### config.mk
export PLATFORM = sky130hd
export DESIGN_NAME = pmbus_target_interface
export DESIGN_NICKNAME = d
export VERILOG_FILES = /design/src/rtl/cmd_value_ram.v /design/src/rtl/pmbus_target_interface.v
export VERILOG_INCLUDE_DIRS = /design/src /design/src/shared
export SDC_FILE = /design/constraint.sdc
export NUM_CORES = 2
export LEC_CHECK = 0
export BUFFER_PORTS_ARGS = -buffer_cell sky130_fd_sc_hd__buf_4
export CORE_ASPECT_RATIO = 0.7
export CORE_MARGIN = 10
export CORE_UTILIZATION = 37
export DETAILED_ROUTE_END_ITERATION = 8
export GPL_TIMING_DRIVEN = 0
export PLACE_DENSITY_LB_ADDON = 0.05
export SLEW_MARGIN = 20
export SYNTH_ARGS = -nofsm -noshare
export SYNTH_HDL_FRONTEND = slang
export SYNTH_SLANG_ARGS = --single-unit
### constraint.sdc
create_clock -name hclk -period 4.2 [get_ports hclk]
set_input_delay 0.84 -clock hclk [delete_from_list [all_inputs] [get_ports hclk]]
set_output_delay 0.84 -clock hclk [all_outputs]
set_load 0.05 [all_outputs]
### src/shared/pmbus_target_consts.vh
// Constants for the power-management serial target block.
// Assumes a 200 MHz system clock and a 32-bit AHB-Lite register bus.
`ifndef PMBUS_TARGET_CONSTS_VH
`define PMBUS_TARGET_CONSTS_VH

// Clock and timing
`define CLK_PERIOD_NS 5
`define T_SEXT_MS 25
`define STRETCH_CYC 4'h8

// Register byte offsets
`define OFS_ALERT_MASK 8'h00
`define OFS_STATUS 8'h04
`define OFS_ADDR_STATE 8'h08
`define OFS_TELEM_EXP 8'h0c
`define OFS_CONV 8'h10

// Reset values
`define RST_ALERT_MASK 8'h00
`define RST_TELEM_EXP 5'h00
`define RST_OPERATION 8'h00
`define RST_ON_OFF_CFG 8'h16

// Bus commands
`define CMD_OPERATION 8'h01
`define CMD_ON_OFF_CFG 8'h02
`define CMD_CLEAR_FAULTS 8'h03
`define CMD_VOUT_MODE 8'h20
`define CMD_READ_VIN 8'h88
`define CMD_READ_VOUT 8'h8b
`define CMD_READ_IOUT 8'h8c
`define CMD_READ_TEMP1 8'h8d
`define CMD_READ_TEMP2 8'h8e

// On/off configuration field positions
`define CFG_PU 4
`define CFG_CMD 3
`define CFG_CPR 2
`define CFG_POL 1
`define OP_ON 7

// Address strap default, status PEC bit, CRC polynomial and OPERATION on bit
`define ADDR_ZERO_STRAP 7'h40
`define STATUS_PEC_BIT 7
`define CRC_POLY 8'h07
`define OPERATION_ON_BIT 7

`endif

### src/rtl/cmd_value_ram.v
// Command value store: one 16-bit word per command code.
// Single write port, registered read port on the same clock.
`timescale 1ns/1ps
module cmd_value_ram
(
  // Clock
  input wire hclk,
  // Write port
  input wire we,
  input wire [7:0] waddr,
  input wire [15:0] wdata,
  // Read port
  input wire [7:0] raddr,
  output reg [15:0] rdata
);
  reg [15:0] mem [0:255];

  always @(posedge hclk)
  begin
    if (we)
    begin
      mem[waddr] <= wdata;
    end
    rdata <= mem[raddr];
  end
endmodule

### src/rtl/pmbus_target_interface.v
// Power-management serial target: two-wire byte engine, PEC, clock stretch,
// alert masking, on/off gating, strap address latch and AHB-Lite registers.
// Assumes telemetry, faults and strap ADC results arrive on hclk.
// Function
// - Target side of the power-management bus, revision 1.3, over two wires.
// - Alert output asserts when new status information is present.
// - PEC byte generated on reads and checked on writes.
// - Device may hold SCL low to stretch the clock.
// - Accept more than sixty standard plus vendor commands.
// - SDA, SCL and alert are open drain only; never driven high.
// - After reset every fault and warning source can assert alert.
// - Per-condition mask stops masked sources pulling alert low.
// - Default: convert only while enable pin high; OPERATION ignored.
// - ON_OFF_CONFIG selects how pin and OPERATION decide on state.
// - READ_IOUT returns the filtered DC output current.
// - READ_VOUT returns measured output voltage.
// - READ_VIN returns measured input voltage.
// - TEMPERATURE_1 is power-train sum; TEMPERATURE_2 is controller die.
// - Telemetry uses LINEAR format, mantissa and exponent.
// - Output voltage values use the VOUT_MODE exponent.
// - Cumulative stretch per transaction never exceeds 25 ms.
// - Respond to one 7-bit address chosen by two straps.
// - Strap values converted at initialization select the address.
// - Strap sensing only during initialization; later changes ignored.
// - Address is high index times sixteen plus low; zero gives 0x40.
//
// The AHB-Lite register port and the register addresses were left to the implementer.
`timescale 1ns/1ps
`include "pmbus_target_consts.vh"
module pmbus_target_interface
#(
  parameter STRETCH_LIMIT_CYC = (`T_SEXT_MS * 1000000) / `CLK_PERIOD_NS
)
(
  // Clock and reset
  input wire hclk,
  input wire hresetn,
  // AHB-Lite slave
  input wire hsel,
  input wire [31:0] haddr,
  input wire [1:0] htrans,
  input wire hwrite,
  input wire [2:0] hsize,
  input wire [31:0] hwdata,
  input wire hready,
  output reg [31:0] hrdata,
  output reg hreadyout,
  output reg hresp,
  // Two-wire link pins
  input wire scl_i,
  output reg scl_o,
  output reg scl_oe,
  input wire sda_i,
  output reg sda_o,
  output reg sda_oe,
  // Alert pin
  output reg alert_out_pin_o,
  output reg alert_out_pin_oe,
  // Enable control pin and converter gate
  input wire ctrl_pin,
  output reg conv_on,
  // Strap sensing
  input wire init_active,
  input wire strap_sample,
  input wire [3:0] strap_resistor_low_idx,
  input wire [3:0] strap_resistor_high_idx,
  output reg strap_sense_en,
  // Telemetry and fault sources
  input wire [15:0] vout_value,
  input wire [10:0] vin_mant,
  input wire [10:0] iout_filt_mant,
  input wire [10:0] temp_train_sum_mant,
  input wire [10:0] temp_ctrl_mant,
  input wire [6:0] fault_in
);
  localparam [6:0] S_IDLE = 7'h01;
  localparam [6:0] S_ADDR = 7'h02;
  localparam [6:0] S_ACKA = 7'h04;
  localparam [6:0] S_RX = 7'h08;
  localparam [6:0] S_ACKR = 7'h10;
  localparam [6:0] S_TX = 7'h20;
  localparam [6:0] S_ACKM = 7'h40;
  localparam [22:0] EXT_LIMIT = STRETCH_LIMIT_CYC[22:0];

  function [7:0] crc8;
    input [7:0] c;
    input [7:0] d;
    integer i;
    reg [7:0] x;
    begin
      x = c ^ d;
      for (i = 0; i < 8; i = i + 1)
      begin
        x = x[7] ? ((x << 1) ^ `CRC_POLY) : (x << 1);
      end
      crc8 = x;
    end
  endfunction

  // Synchronisers
  reg [2:0] scl_sy;
  reg [2:0] sda_sy;
  reg [1:0] ctrl_sy;
  wire scl_rise = scl_sy[1] & ~scl_sy[2];
  wire scl_fall = ~scl_sy[1] & scl_sy[2];
  wire start_ev = scl_sy[1] & sda_sy[2] & ~sda_sy[1];
  wire stop_ev = scl_sy[1] & ~sda_sy[2] & sda_sy[1];

  // Link engine state
  reg [6:0] state;
  reg [3:0] bitcnt;
  reg [7:0] shreg;
  reg [7:0] txsh;
  reg rw;
  reg in_txn;
  reg have_cmd;
  reg [7:0] cmd;
  reg [2:0] nbyte;
  reg [2:0] txcnt;
  reg [15:0] wbuf;
  reg pec_ok;
  reg [7:0] crc;
  reg [3:0] stretch_cnt;
  reg [22:0] ext_cnt;
  reg mem_we;
  reg [15:0] mem_rdata_w;
  wire [15:0] mem_rdata;

  // Control and status
  reg [7:0] operation;
  reg [7:0] on_off_cfg;
  reg [7:0] alert_mask;
  reg [7:0] status;
  reg [4:0] telem_exp;
  reg [6:0] dev_addr;
  reg addr_latched;
  reg clear_faults;
  reg pec_err;

  // AHB data phase
  reg dp_wr;
  reg [7:0] dp_addr;

  wire [2:0] cmd_len = (cmd[7:5] == 3'h0) ? 3'h1 : 3'h2;

  cmd_value_ram u_ram
  (
    .hclk(hclk),
    .we(mem_we),
    .waddr(cmd),
    .wdata(wbuf),
    .raddr(cmd),
    .rdata(mem_rdata)
  );

  // Read word selection
  always @*
  begin
    case (cmd)
      `CMD_READ_VOUT: mem_rdata_w = vout_value;
      `CMD_READ_VIN: mem_rdata_w = {telem_exp, vin_mant};
      `CMD_READ_IOUT: mem_rdata_w = {telem_exp, iout_filt_mant};
      `CMD_READ_TEMP1: mem_rdata_w = {telem_exp, temp_train_sum_mant};
      `CMD_READ_TEMP2: mem_rdata_w = {telem_exp, temp_ctrl_mant};
      `CMD_OPERATION: mem_rdata_w = {8'h00, operation};
      `CMD_ON_OFF_CFG: mem_rdata_w = {8'h00, on_off_cfg};
      default: mem_rdata_w = mem_rdata;
    endcase
  end

  // Next byte to send; PEC follows the data bytes
  reg [7:0] tx_next;
  always @*
  begin
    if (txcnt < cmd_len)
    begin
      tx_next = (txcnt == 3'h0) ? mem_rdata_w[7:0] : mem_rdata_w[15:8];
    end
    else if (txcnt == cmd_len)
    begin
      tx_next = crc;
    end
    else
    begin
      tx_next = 8'hff;
    end
  end

  always @(posedge hclk or negedge hresetn)
  begin
    if (!hresetn)
    begin
      scl_sy <= 3'h7;
      sda_sy <= 3'h7;
      ctrl_sy <= 2'h0;
    end
    else
    begin
      scl_sy <= {scl_sy[1:0], scl_i};
      sda_sy <= {sda_sy[1:0], sda_i};
      ctrl_sy <= {ctrl_sy[0], ctrl_pin};
    end
  end

  always @(posedge hclk or negedge hresetn)
  begin
    if (!hresetn)
    begin
      state <= S_IDLE;
      bitcnt <= 4'h0;
      shreg <= 8'h00;
      txsh <= 8'h00;
      rw <= 1'b0;
      in_txn <= 1'b0;
      have_cmd <= 1'b0;
      cmd <= 8'h00;
      nbyte <= 3'h0;
      txcnt <= 3'h0;
      wbuf <= 16'h0000;
      pec_ok <= 1'b0;
      crc <= 8'h00;
      sda_oe <= 1'b0;
      stretch_cnt <= 4'h0;
      mem_we <= 1'b0;
      operation <= `RST_OPERATION;
      on_off_cfg <= `RST_ON_OFF_CFG;
      clear_faults <= 1'b0;
      pec_err <= 1'b0;
    end
    else
    begin
      mem_we <= 1'b0;
      clear_faults <= 1'b0;
      pec_err <= 1'b0;
      if (stretch_cnt != 4'h0)
      begin
        stretch_cnt <= stretch_cnt - 4'h1;
      end
      if (stop_ev)
      begin
        state <= S_IDLE;
        sda_oe <= 1'b0;
        in_txn <= 1'b0;
        have_cmd <= 1'b0;
        if (in_txn && !rw && have_cmd)
        begin
          // Write with bad PEC is discarded
          if (nbyte == cmd_len + 3'h1 && !pec_ok)
          begin
            pec_err <= 1'b1;
          end
          else if (cmd == `CMD_CLEAR_FAULTS)
          begin
            clear_faults <= 1'b1;
          end
          else if (nbyte == cmd_len || nbyte == cmd_len + 3'h1)
          begin
            if (cmd == `CMD_OPERATION)
            begin
              operation <= wbuf[7:0];
            end
            else if (cmd == `CMD_ON_OFF_CFG)
            begin
              on_off_cfg <= wbuf[7:0];
            end
            else
            begin
              mem_we <= 1'b1;
            end
          end
        end
      end
      else if (start_ev)
      begin
        state <= S_ADDR;
        bitcnt <= 4'h0;
        sda_oe <= 1'b0;
        in_txn <= 1'b1;
        if (!in_txn)
        begin
          crc <= 8'h00;
        end
      end
      else if (scl_rise)
      begin
        if ((state == S_ADDR || state == S_RX) && bitcnt != 4'h8)
        begin
          shreg <= {shreg[6:0], sda_sy[1]};
          bitcnt <= bitcnt + 4'h1;
        end
        else if (state == S_ACKM && sda_sy[1])
        begin
          state <= S_IDLE;
        end
      end
      else if (scl_fall)
      begin
        case (state)
          S_ADDR:
          begin
            if (bitcnt == 4'h8)
            begin
              if (addr_latched && shreg[7:1] == dev_addr)
              begin
                state <= S_ACKA;
                sda_oe <= 1'b1;
                rw <= shreg[0];
                txcnt <= 3'h0;
                crc <= crc8(crc, shreg);
              end
              else
              begin
                state <= S_IDLE;
              end
            end
          end
          S_RX:
          begin
            if (bitcnt == 4'h8)
            begin
              state <= S_ACKR;
              sda_oe <= 1'b1;
              crc <= crc8(crc, shreg);
              if (!have_cmd)
              begin
                cmd <= shreg;
                have_cmd <= 1'b1;
                nbyte <= 3'h0;
                pec_ok <= 1'b0;
              end
              else
              begin
                if (nbyte == 3'h0)
                begin
                  wbuf <= {8'h00, shreg};
                end
                if (nbyte == 3'h1)
                begin
                  wbuf[15:8] <= shreg;
                end
                if (nbyte == cmd_len)
                begin
                  pec_ok <= (shreg == crc);
                end
                if (nbyte != 3'h7)
                begin
                  nbyte <= nbyte + 3'h1;
                end
              end
            end
          end
          S_ACKR:
          begin
            state <= S_RX;
            bitcnt <= 4'h0;
            sda_oe <= 1'b0;
          end
          S_ACKA, S_ACKM:
          begin
            if (state == S_ACKA && !rw)
            begin
              state <= S_RX;
              bitcnt <= 4'h0;
              sda_oe <= 1'b0;
            end
            else
            begin
              // Hold SCL while the first reply byte is staged
              if (state == S_ACKA)
              begin
                stretch_cnt <= `STRETCH_CYC;
              end
              // PEC generated across the whole transaction
              state <= S_TX;
              txsh <= {tx_next[6:0], 1'b0};
              sda_oe <= ~tx_next[7];
              crc <= crc8(crc, tx_next);
              bitcnt <= 4'h1;
              txcnt <= (txcnt == 3'h7) ? txcnt : txcnt + 3'h1;
            end
          end
          S_TX:
          begin
            if (bitcnt == 4'h8)
            begin
              state <= S_ACKM;
              sda_oe <= 1'b0;
            end
            else
            begin
              sda_oe <= ~txsh[7];
              txsh <= {txsh[6:0], 1'b0};
              bitcnt <= bitcnt + 4'h1;
            end
          end
          default:
          begin
            state <= S_IDLE;
          end
        endcase
      end
    end
  end

  always @(posedge hclk or negedge hresetn)
  begin
    if (!hresetn)
    begin
      ext_cnt <= 23'h0;
      scl_oe <= 1'b0;
    end
    else
    begin
      if ((start_ev && !in_txn) || stop_ev)
      begin
        ext_cnt <= 23'h0;
      end
      else if (scl_oe)
      begin
        ext_cnt <= ext_cnt + 23'h1;
      end
      // The host is expected to wait out this low phase
      scl_oe <= (stretch_cnt > 4'h1) && (ext_cnt < EXT_LIMIT - 23'h1);
    end
  end

  // Strap address latch, once, at initialization
  always @(posedge hclk or negedge hresetn)
  begin
    if (!hresetn)
    begin
      dev_addr <= `ADDR_ZERO_STRAP;
      addr_latched <= 1'b0;
      strap_sense_en <= 1'b0;
    end
    else
    begin
      strap_sense_en <= init_active && !addr_latched;
      if (init_active && strap_sample && !addr_latched)
      begin
        addr_latched <= 1'b1;
        // 7-bit address from two strap indices
        if (strap_resistor_high_idx == 4'h0 && strap_resistor_low_idx == 4'h0)
        begin
          dev_addr <= `ADDR_ZERO_STRAP;
        end
        else
        begin
          dev_addr <= {strap_resistor_high_idx[2:0], strap_resistor_low_idx};
        end
      end
    end
  end

  // Status, alert and converter gate; AHB-Lite slave
  wire ahb_take = hsel && hready && htrans[1];
  reg [31:0] rd_mux;
  always @*
  begin
    case (haddr[7:0])
      `OFS_ALERT_MASK: rd_mux = {24'h0, alert_mask};
      `OFS_STATUS: rd_mux = {24'h0, status};
      `OFS_ADDR_STATE: rd_mux = {24'h0, addr_latched, dev_addr};
      `OFS_TELEM_EXP: rd_mux = {27'h0, telem_exp};
      `OFS_CONV: rd_mux = {15'h0, conv_on, operation, on_off_cfg};
      default: rd_mux = 32'h0;
    endcase
  end

  wire sw_clr = dp_wr && dp_addr == `OFS_STATUS;
  wire [7:0] w1c = sw_clr ? hwdata[7:0] : 8'h00;
  wire [7:0] events = {pec_err, fault_in};
  wire ctl_ok = ~on_off_cfg[`CFG_CMD] | operation[`OP_ON];
  wire pin_ok = ~on_off_cfg[`CFG_CPR] | (ctrl_sy[1] == on_off_cfg[`CFG_POL]);

  always @(posedge hclk or negedge hresetn)
  begin
    if (!hresetn)
    begin
      hrdata <= 32'h0;
      hreadyout <= 1'b1;
      hresp <= 1'b0;
      dp_wr <= 1'b0;
      dp_addr <= 8'h00;
      alert_mask <= `RST_ALERT_MASK;
      telem_exp <= `RST_TELEM_EXP;
      status <= 8'h00;
      alert_out_pin_oe <= 1'b0;
      alert_out_pin_o <= 1'b0;
      scl_o <= 1'b0;
      sda_o <= 1'b0;
      conv_on <= 1'b0;
    end
    else
    begin
      hreadyout <= 1'b1;
      hresp <= 1'b0;
      dp_wr <= ahb_take && hwrite;
      dp_addr <= haddr[7:0];
      if (ahb_take && !hwrite)
      begin
        hrdata <= rd_mux;
      end
      if (dp_wr && dp_addr == `OFS_ALERT_MASK)
      begin
        alert_mask <= hwdata[7:0];
      end
      if (dp_wr && dp_addr == `OFS_TELEM_EXP)
      begin
        telem_exp <= hwdata[4:0];
      end
      // Set wins over either clear
      status <= events | (status & ~w1c & {8{~clear_faults}});
      alert_out_pin_oe <= |(status & ~alert_mask);
      // Open-drain outputs only ever pull low
      alert_out_pin_o <= 1'b0;
      scl_o <= 1'b0;
      sda_o <= 1'b0;
      conv_on <= on_off_cfg[`CFG_PU] ? (ctl_ok & pin_ok) : 1'b1;
    end
  end
endmodule

==> impl_metrics.tcl <==
set metrics [dict create \
    status "finished, violations left" \
    violated_checks "setup timing" \
    syn_area_sq_um 167000 \
    max_stage_delay_ns 0.63 \
    final-instance-count-excl-fill 15462 \
    reg2reg_slack_ns -0.38 \
    postSynthAreaPerCell_sq_um 22.7 \
    yosys_warnings 0 \
    synth_simple_gate_area_share 0.0222 \
    core_area_sq_um 450000 \
    synth_area_in_xor_xnor 0.00335 \
    finalWorstSetupSlack_ns -0.379 \
    placement.io_buffers 123 \
    hold_path_startpoint "hsel" \
    clock_tree.root_cell "sky130_fd_sc_hd__clkbuf_16" \
    min-delay-path-class "in2reg" \
    routabilityCongestion 1.00 \
    critical_path_cell_count 12 \
    synth_area_leaders "sky130_fd_sc_hd__edfxtp_1 (74%), sky130_fd_sc_hd__mux4_2 (17%), sky130_fd_sc_hd__dfrtp_1 (2.6%), sky130_fd_sc_hd__nor2_1 (0.77%), sky130_fd_sc_hd__mux2_2 (0.52%)" \
    worstPathBufferInverterCount 6 \
    synth_top_family_by_area "multiplexers" \
    syn-instance-count 7371 \
    yosysUniqueCellTypes 90 \
    final-max-slew-violation-count 0 \
    cts_inserted_buffers 431 \
    htree_num_levels 5 \
    synth.ff_latch_count 4294 \
    edff_count_synth 4096 \
    p_per_area_nw_per_um2 398 \
    timing.final.crit_share 1.09 \
    grt_start_max_net_pins 89 \
    post-route-drc-count 0 \
    hold_violations 0 \
    crit_path_start "cmd[0]" \
    row_count 206 \
    drtPass1Iterations 5 \
    power.static_leakage_uw 0.0558 \
    fp.dieArea_sq_um 480000 \
    clkLatencyLatePin_ns 1.09 \
    postRouteWirelength_um 835000 \
    worst_path_max_delay_cell "sky130_fd_sc_hd__mux4_2" \
    max_cap_viol_count 0 \
    die_h_um 583 \
    crit_end "u_ram.rdata[10]" \
    synth_compound_gate_area_share 0.0143 \
    critical_path.top_delay_family "multiplexers" \
    dpl-instance-area_sq_um 188000 \
    final.min_clock_period_ns 4.58 \
    drt_first_iter_violations 18921 \
    required_ns 5.14 \
    peakVddDrop_mv 0.372 \
    num-nets-final 9215 \
    setup_viol_count_final 267 \
    cp_common_cell "sky130_fd_sc_hd__buf_16" \
    synth.cells.most_frequent "sky130_fd_sc_hd__edfxtp_1 (4,096), sky130_fd_sc_hd__mux4_2 (1,295), sky130_fd_sc_hd__nor2_1 (343), sky130_fd_sc_hd__nand2_1 (192)" \
    wire_length_of_the_first_global_routing_pass_um 1030000 \
    timing.critical_path.fanout_max 8 \
    synth.top_cell.area_share 0.735 \
    first_global_vias 89086 \
    yosys-mux-area-fraction 0.181 \
    yosysTopAreaCell "sky130_fd_sc_hd__edfxtp_1" \
    floorplan.initialDensity 0.372 \
    endpoint_of_the_lowest_slack_register_to_register_path "u_ram.rdata[10]" \
    main_flop_type_after_synthesis "sky130_fd_sc_hd__edfxtp_1" \
    vias 98304 \
    design_area_sq_um 214000 \
    clock-skew-final_ns 0.0576 \
    timing.critical_path.from_type "flip-flop" \
    synthAdderAreaFrac 0.00150 \
    max_slew_headroom 0.119 \
    die_width_um 824 \
    worstSetupEndpointType "flip-flop" \
    yosysMostFrequentCell "sky130_fd_sc_hd__edfxtp_1" \
    timing.reg2reg.worst_path_depth 12 \
    boundaryPins 196 \
    grt_antenna_before_repair 110 \
    globalRoute.totalOverflow 0 \
    grt_setup_unrepaired "yes" \
    routed_via_density 6.36 \
    cts_tree "done" \
    dp.final_hpwl_um 578000 \
    antenna_left 0 \
    ys_seq_area_frac 0.764 \
    crit_path_cell_trace "buf_6, buf_12, buf_12, buf_16, buf_16, buf_16, mux4_2, mux4_2, a22oi_2, nand4_1, nor3_4, o21ai_4" \
    final_layout_size_suffix_gt1_frac 0.423 \
    routed_wire_length_per_instance_um 54.0 \
    timing_worst_slew_pin_value_ns 1.32 \
    r2r_start "cmd[0]" \
    cp_data_arrival_time_ns 5.52 \
    synth-async-reset-ratio 0.0424 \
    clkTransAtPathRegs_ns 0.07 \
    maxClockFrequency_mhz 218 \
    groute.usage.overall 0.339 \
    syn_to_final_growth_pct 27.7 \
    clock_sink_count 4294 \
    instance_count_after_placement_with_tap_cells_included 13991 \
    crit_path_class "reg2reg" \
    clockBufferDepth 4 \
]
## layout by cell type (no fill, tap or decap), drive strengths merged, types with 10 or more instances in the layout
| master | n |
|---|---|
| nand3 | 54 |
| nand2 | 192 |
| mux2 | 81 |
| a22o | 23 |
| o21ai | 77 |
| diode | 44 |
| dfstp | 11 |
| mux4 | 1295 |
| xor2 | 28 |
| and3 | 12 |
| xnor2 | 36 |
| nand3b | 15 |
| a211o | 10 |
| clkinvlp | 12 |
| ha | 20 |
| dfxtp | 16 |
| nor3 | 46 |
| dfrtp | 171 |
| inv | 39 |
| buf | 1462 |
| o31ai | 11 |
| a211oi | 15 |
| dlygate4sd3 | 35 |
| conb | 20 |
| nand4 | 23 |
| a32oi | 11 |
| clkinv | 190 |
| a22oi | 54 |
| nor2b | 33 |
| bufinv | 26 |
| edfxtp | 4096 |
| nand2b | 17 |
| a21oi | 46 |
| mux2i | 20 |
| nor2 | 344 |
| clkbuf | 684 |
## logic make-up (layout without fill, tap and decap cells)
family / after synthesis / in the layout
AO/OA/AOI/OAI: 337 / 337
XOR/XNOR: 64 / 64
adder cells (fa/ha/maj): 20 / 20
buffers and inverters: 454 / 2451
flip-flops: 4294 / 4294
multiplexers: 1396 / 1396
other: 2 / 64
AND/OR/NAND/NOR: 804 / 804
## through the flow
step / power [uW] / util / worst slack, ns / hold slack [ns] / TNS, ns
final: 85100 / 0.475 / -0.379 / 0.0295 / -13.77
after global routing: 87000 / 0.474 / -0.209 / 0.0193 / -1.20
after CTS: 85300 / 0.465 / -0.272 / 0.00283 / -36.96
after detailed placement: 47700 / 0.418 / -3.88 / 0.337 / -4811.55
after global placement: 47700 / 0.391 / -8.28 / 0.337 / -
after floorplan: 47400 / - / 0.188 / 0.331 / 0
## metal layers
metal	up-vias	wire length [um]	global-route usage
li1	34832	-	-
met1	54647	325000	0.470
met2	7411	345000	0.473
met3	1370	118000	0.131
met4	44	46600	0.149
met5	-	1450	0
## sequential cells by signal (all words and copies together) (netlist names), 8 cells and up
name         count
alert_mask       8
cmd              8
crc              8
dp_addr          8
ext_cnt         23
hrdata          17
on_off_cfg       8
operation        8
shreg            8
status           8
u_ram.mem     4096
u_ram.rdata     16
wbuf            16
## worst min path at each step
| stage | endpoint | slack (ns) | cells past startpoint |
|---|---|---|---|
| 5_1_grt | dp_wr | 0.02 | 2 |
| 6_report | dp_wr | 0.03 | 2 |
| 3_5_place_dp | ctrl_sy[1] | 0.34 | 0 |
| 4_1_cts | dp_wr | 0.003 | 2 |
| 2_1_floorplan | ctrl_sy[1] | 0.33 | 0 |
| 3_3_place_gp | ctrl_sy[1] | 0.34 | 0 |
## layout make-up
cell class                 instances  area (sq um)
fill                           36869        236000
sequential                      4294        128000
multi-input combinational       2641         40100
timing repair buffer            1231         17600
clock buffer                     540         11500
tap                             6032          7550
buffer                           413          6700
clock inverter                   238          1960
antenna                           44           110
inverter                          29           109
## where the power goes
part / switching, uW / internal, uW / leakage (uW)
sequential: 91.4 / 46200 / 0.0307
clock: 17400 / 20900 / 0.00661
combinational: 252 / 217 / 0.0185
total: 17700 / 67400 / 0.0558
## what timing repair did
action,in CTS,in global routing
hold buffers,35,0
endpoints found under the hold margin,210,0
endpoints found under the setup margin,2658,506
setup buffers,296,325
pin swaps,45,55
gates cloned,2,5
resized for setup,1000,236
Power figures use the tool's default switching activity.
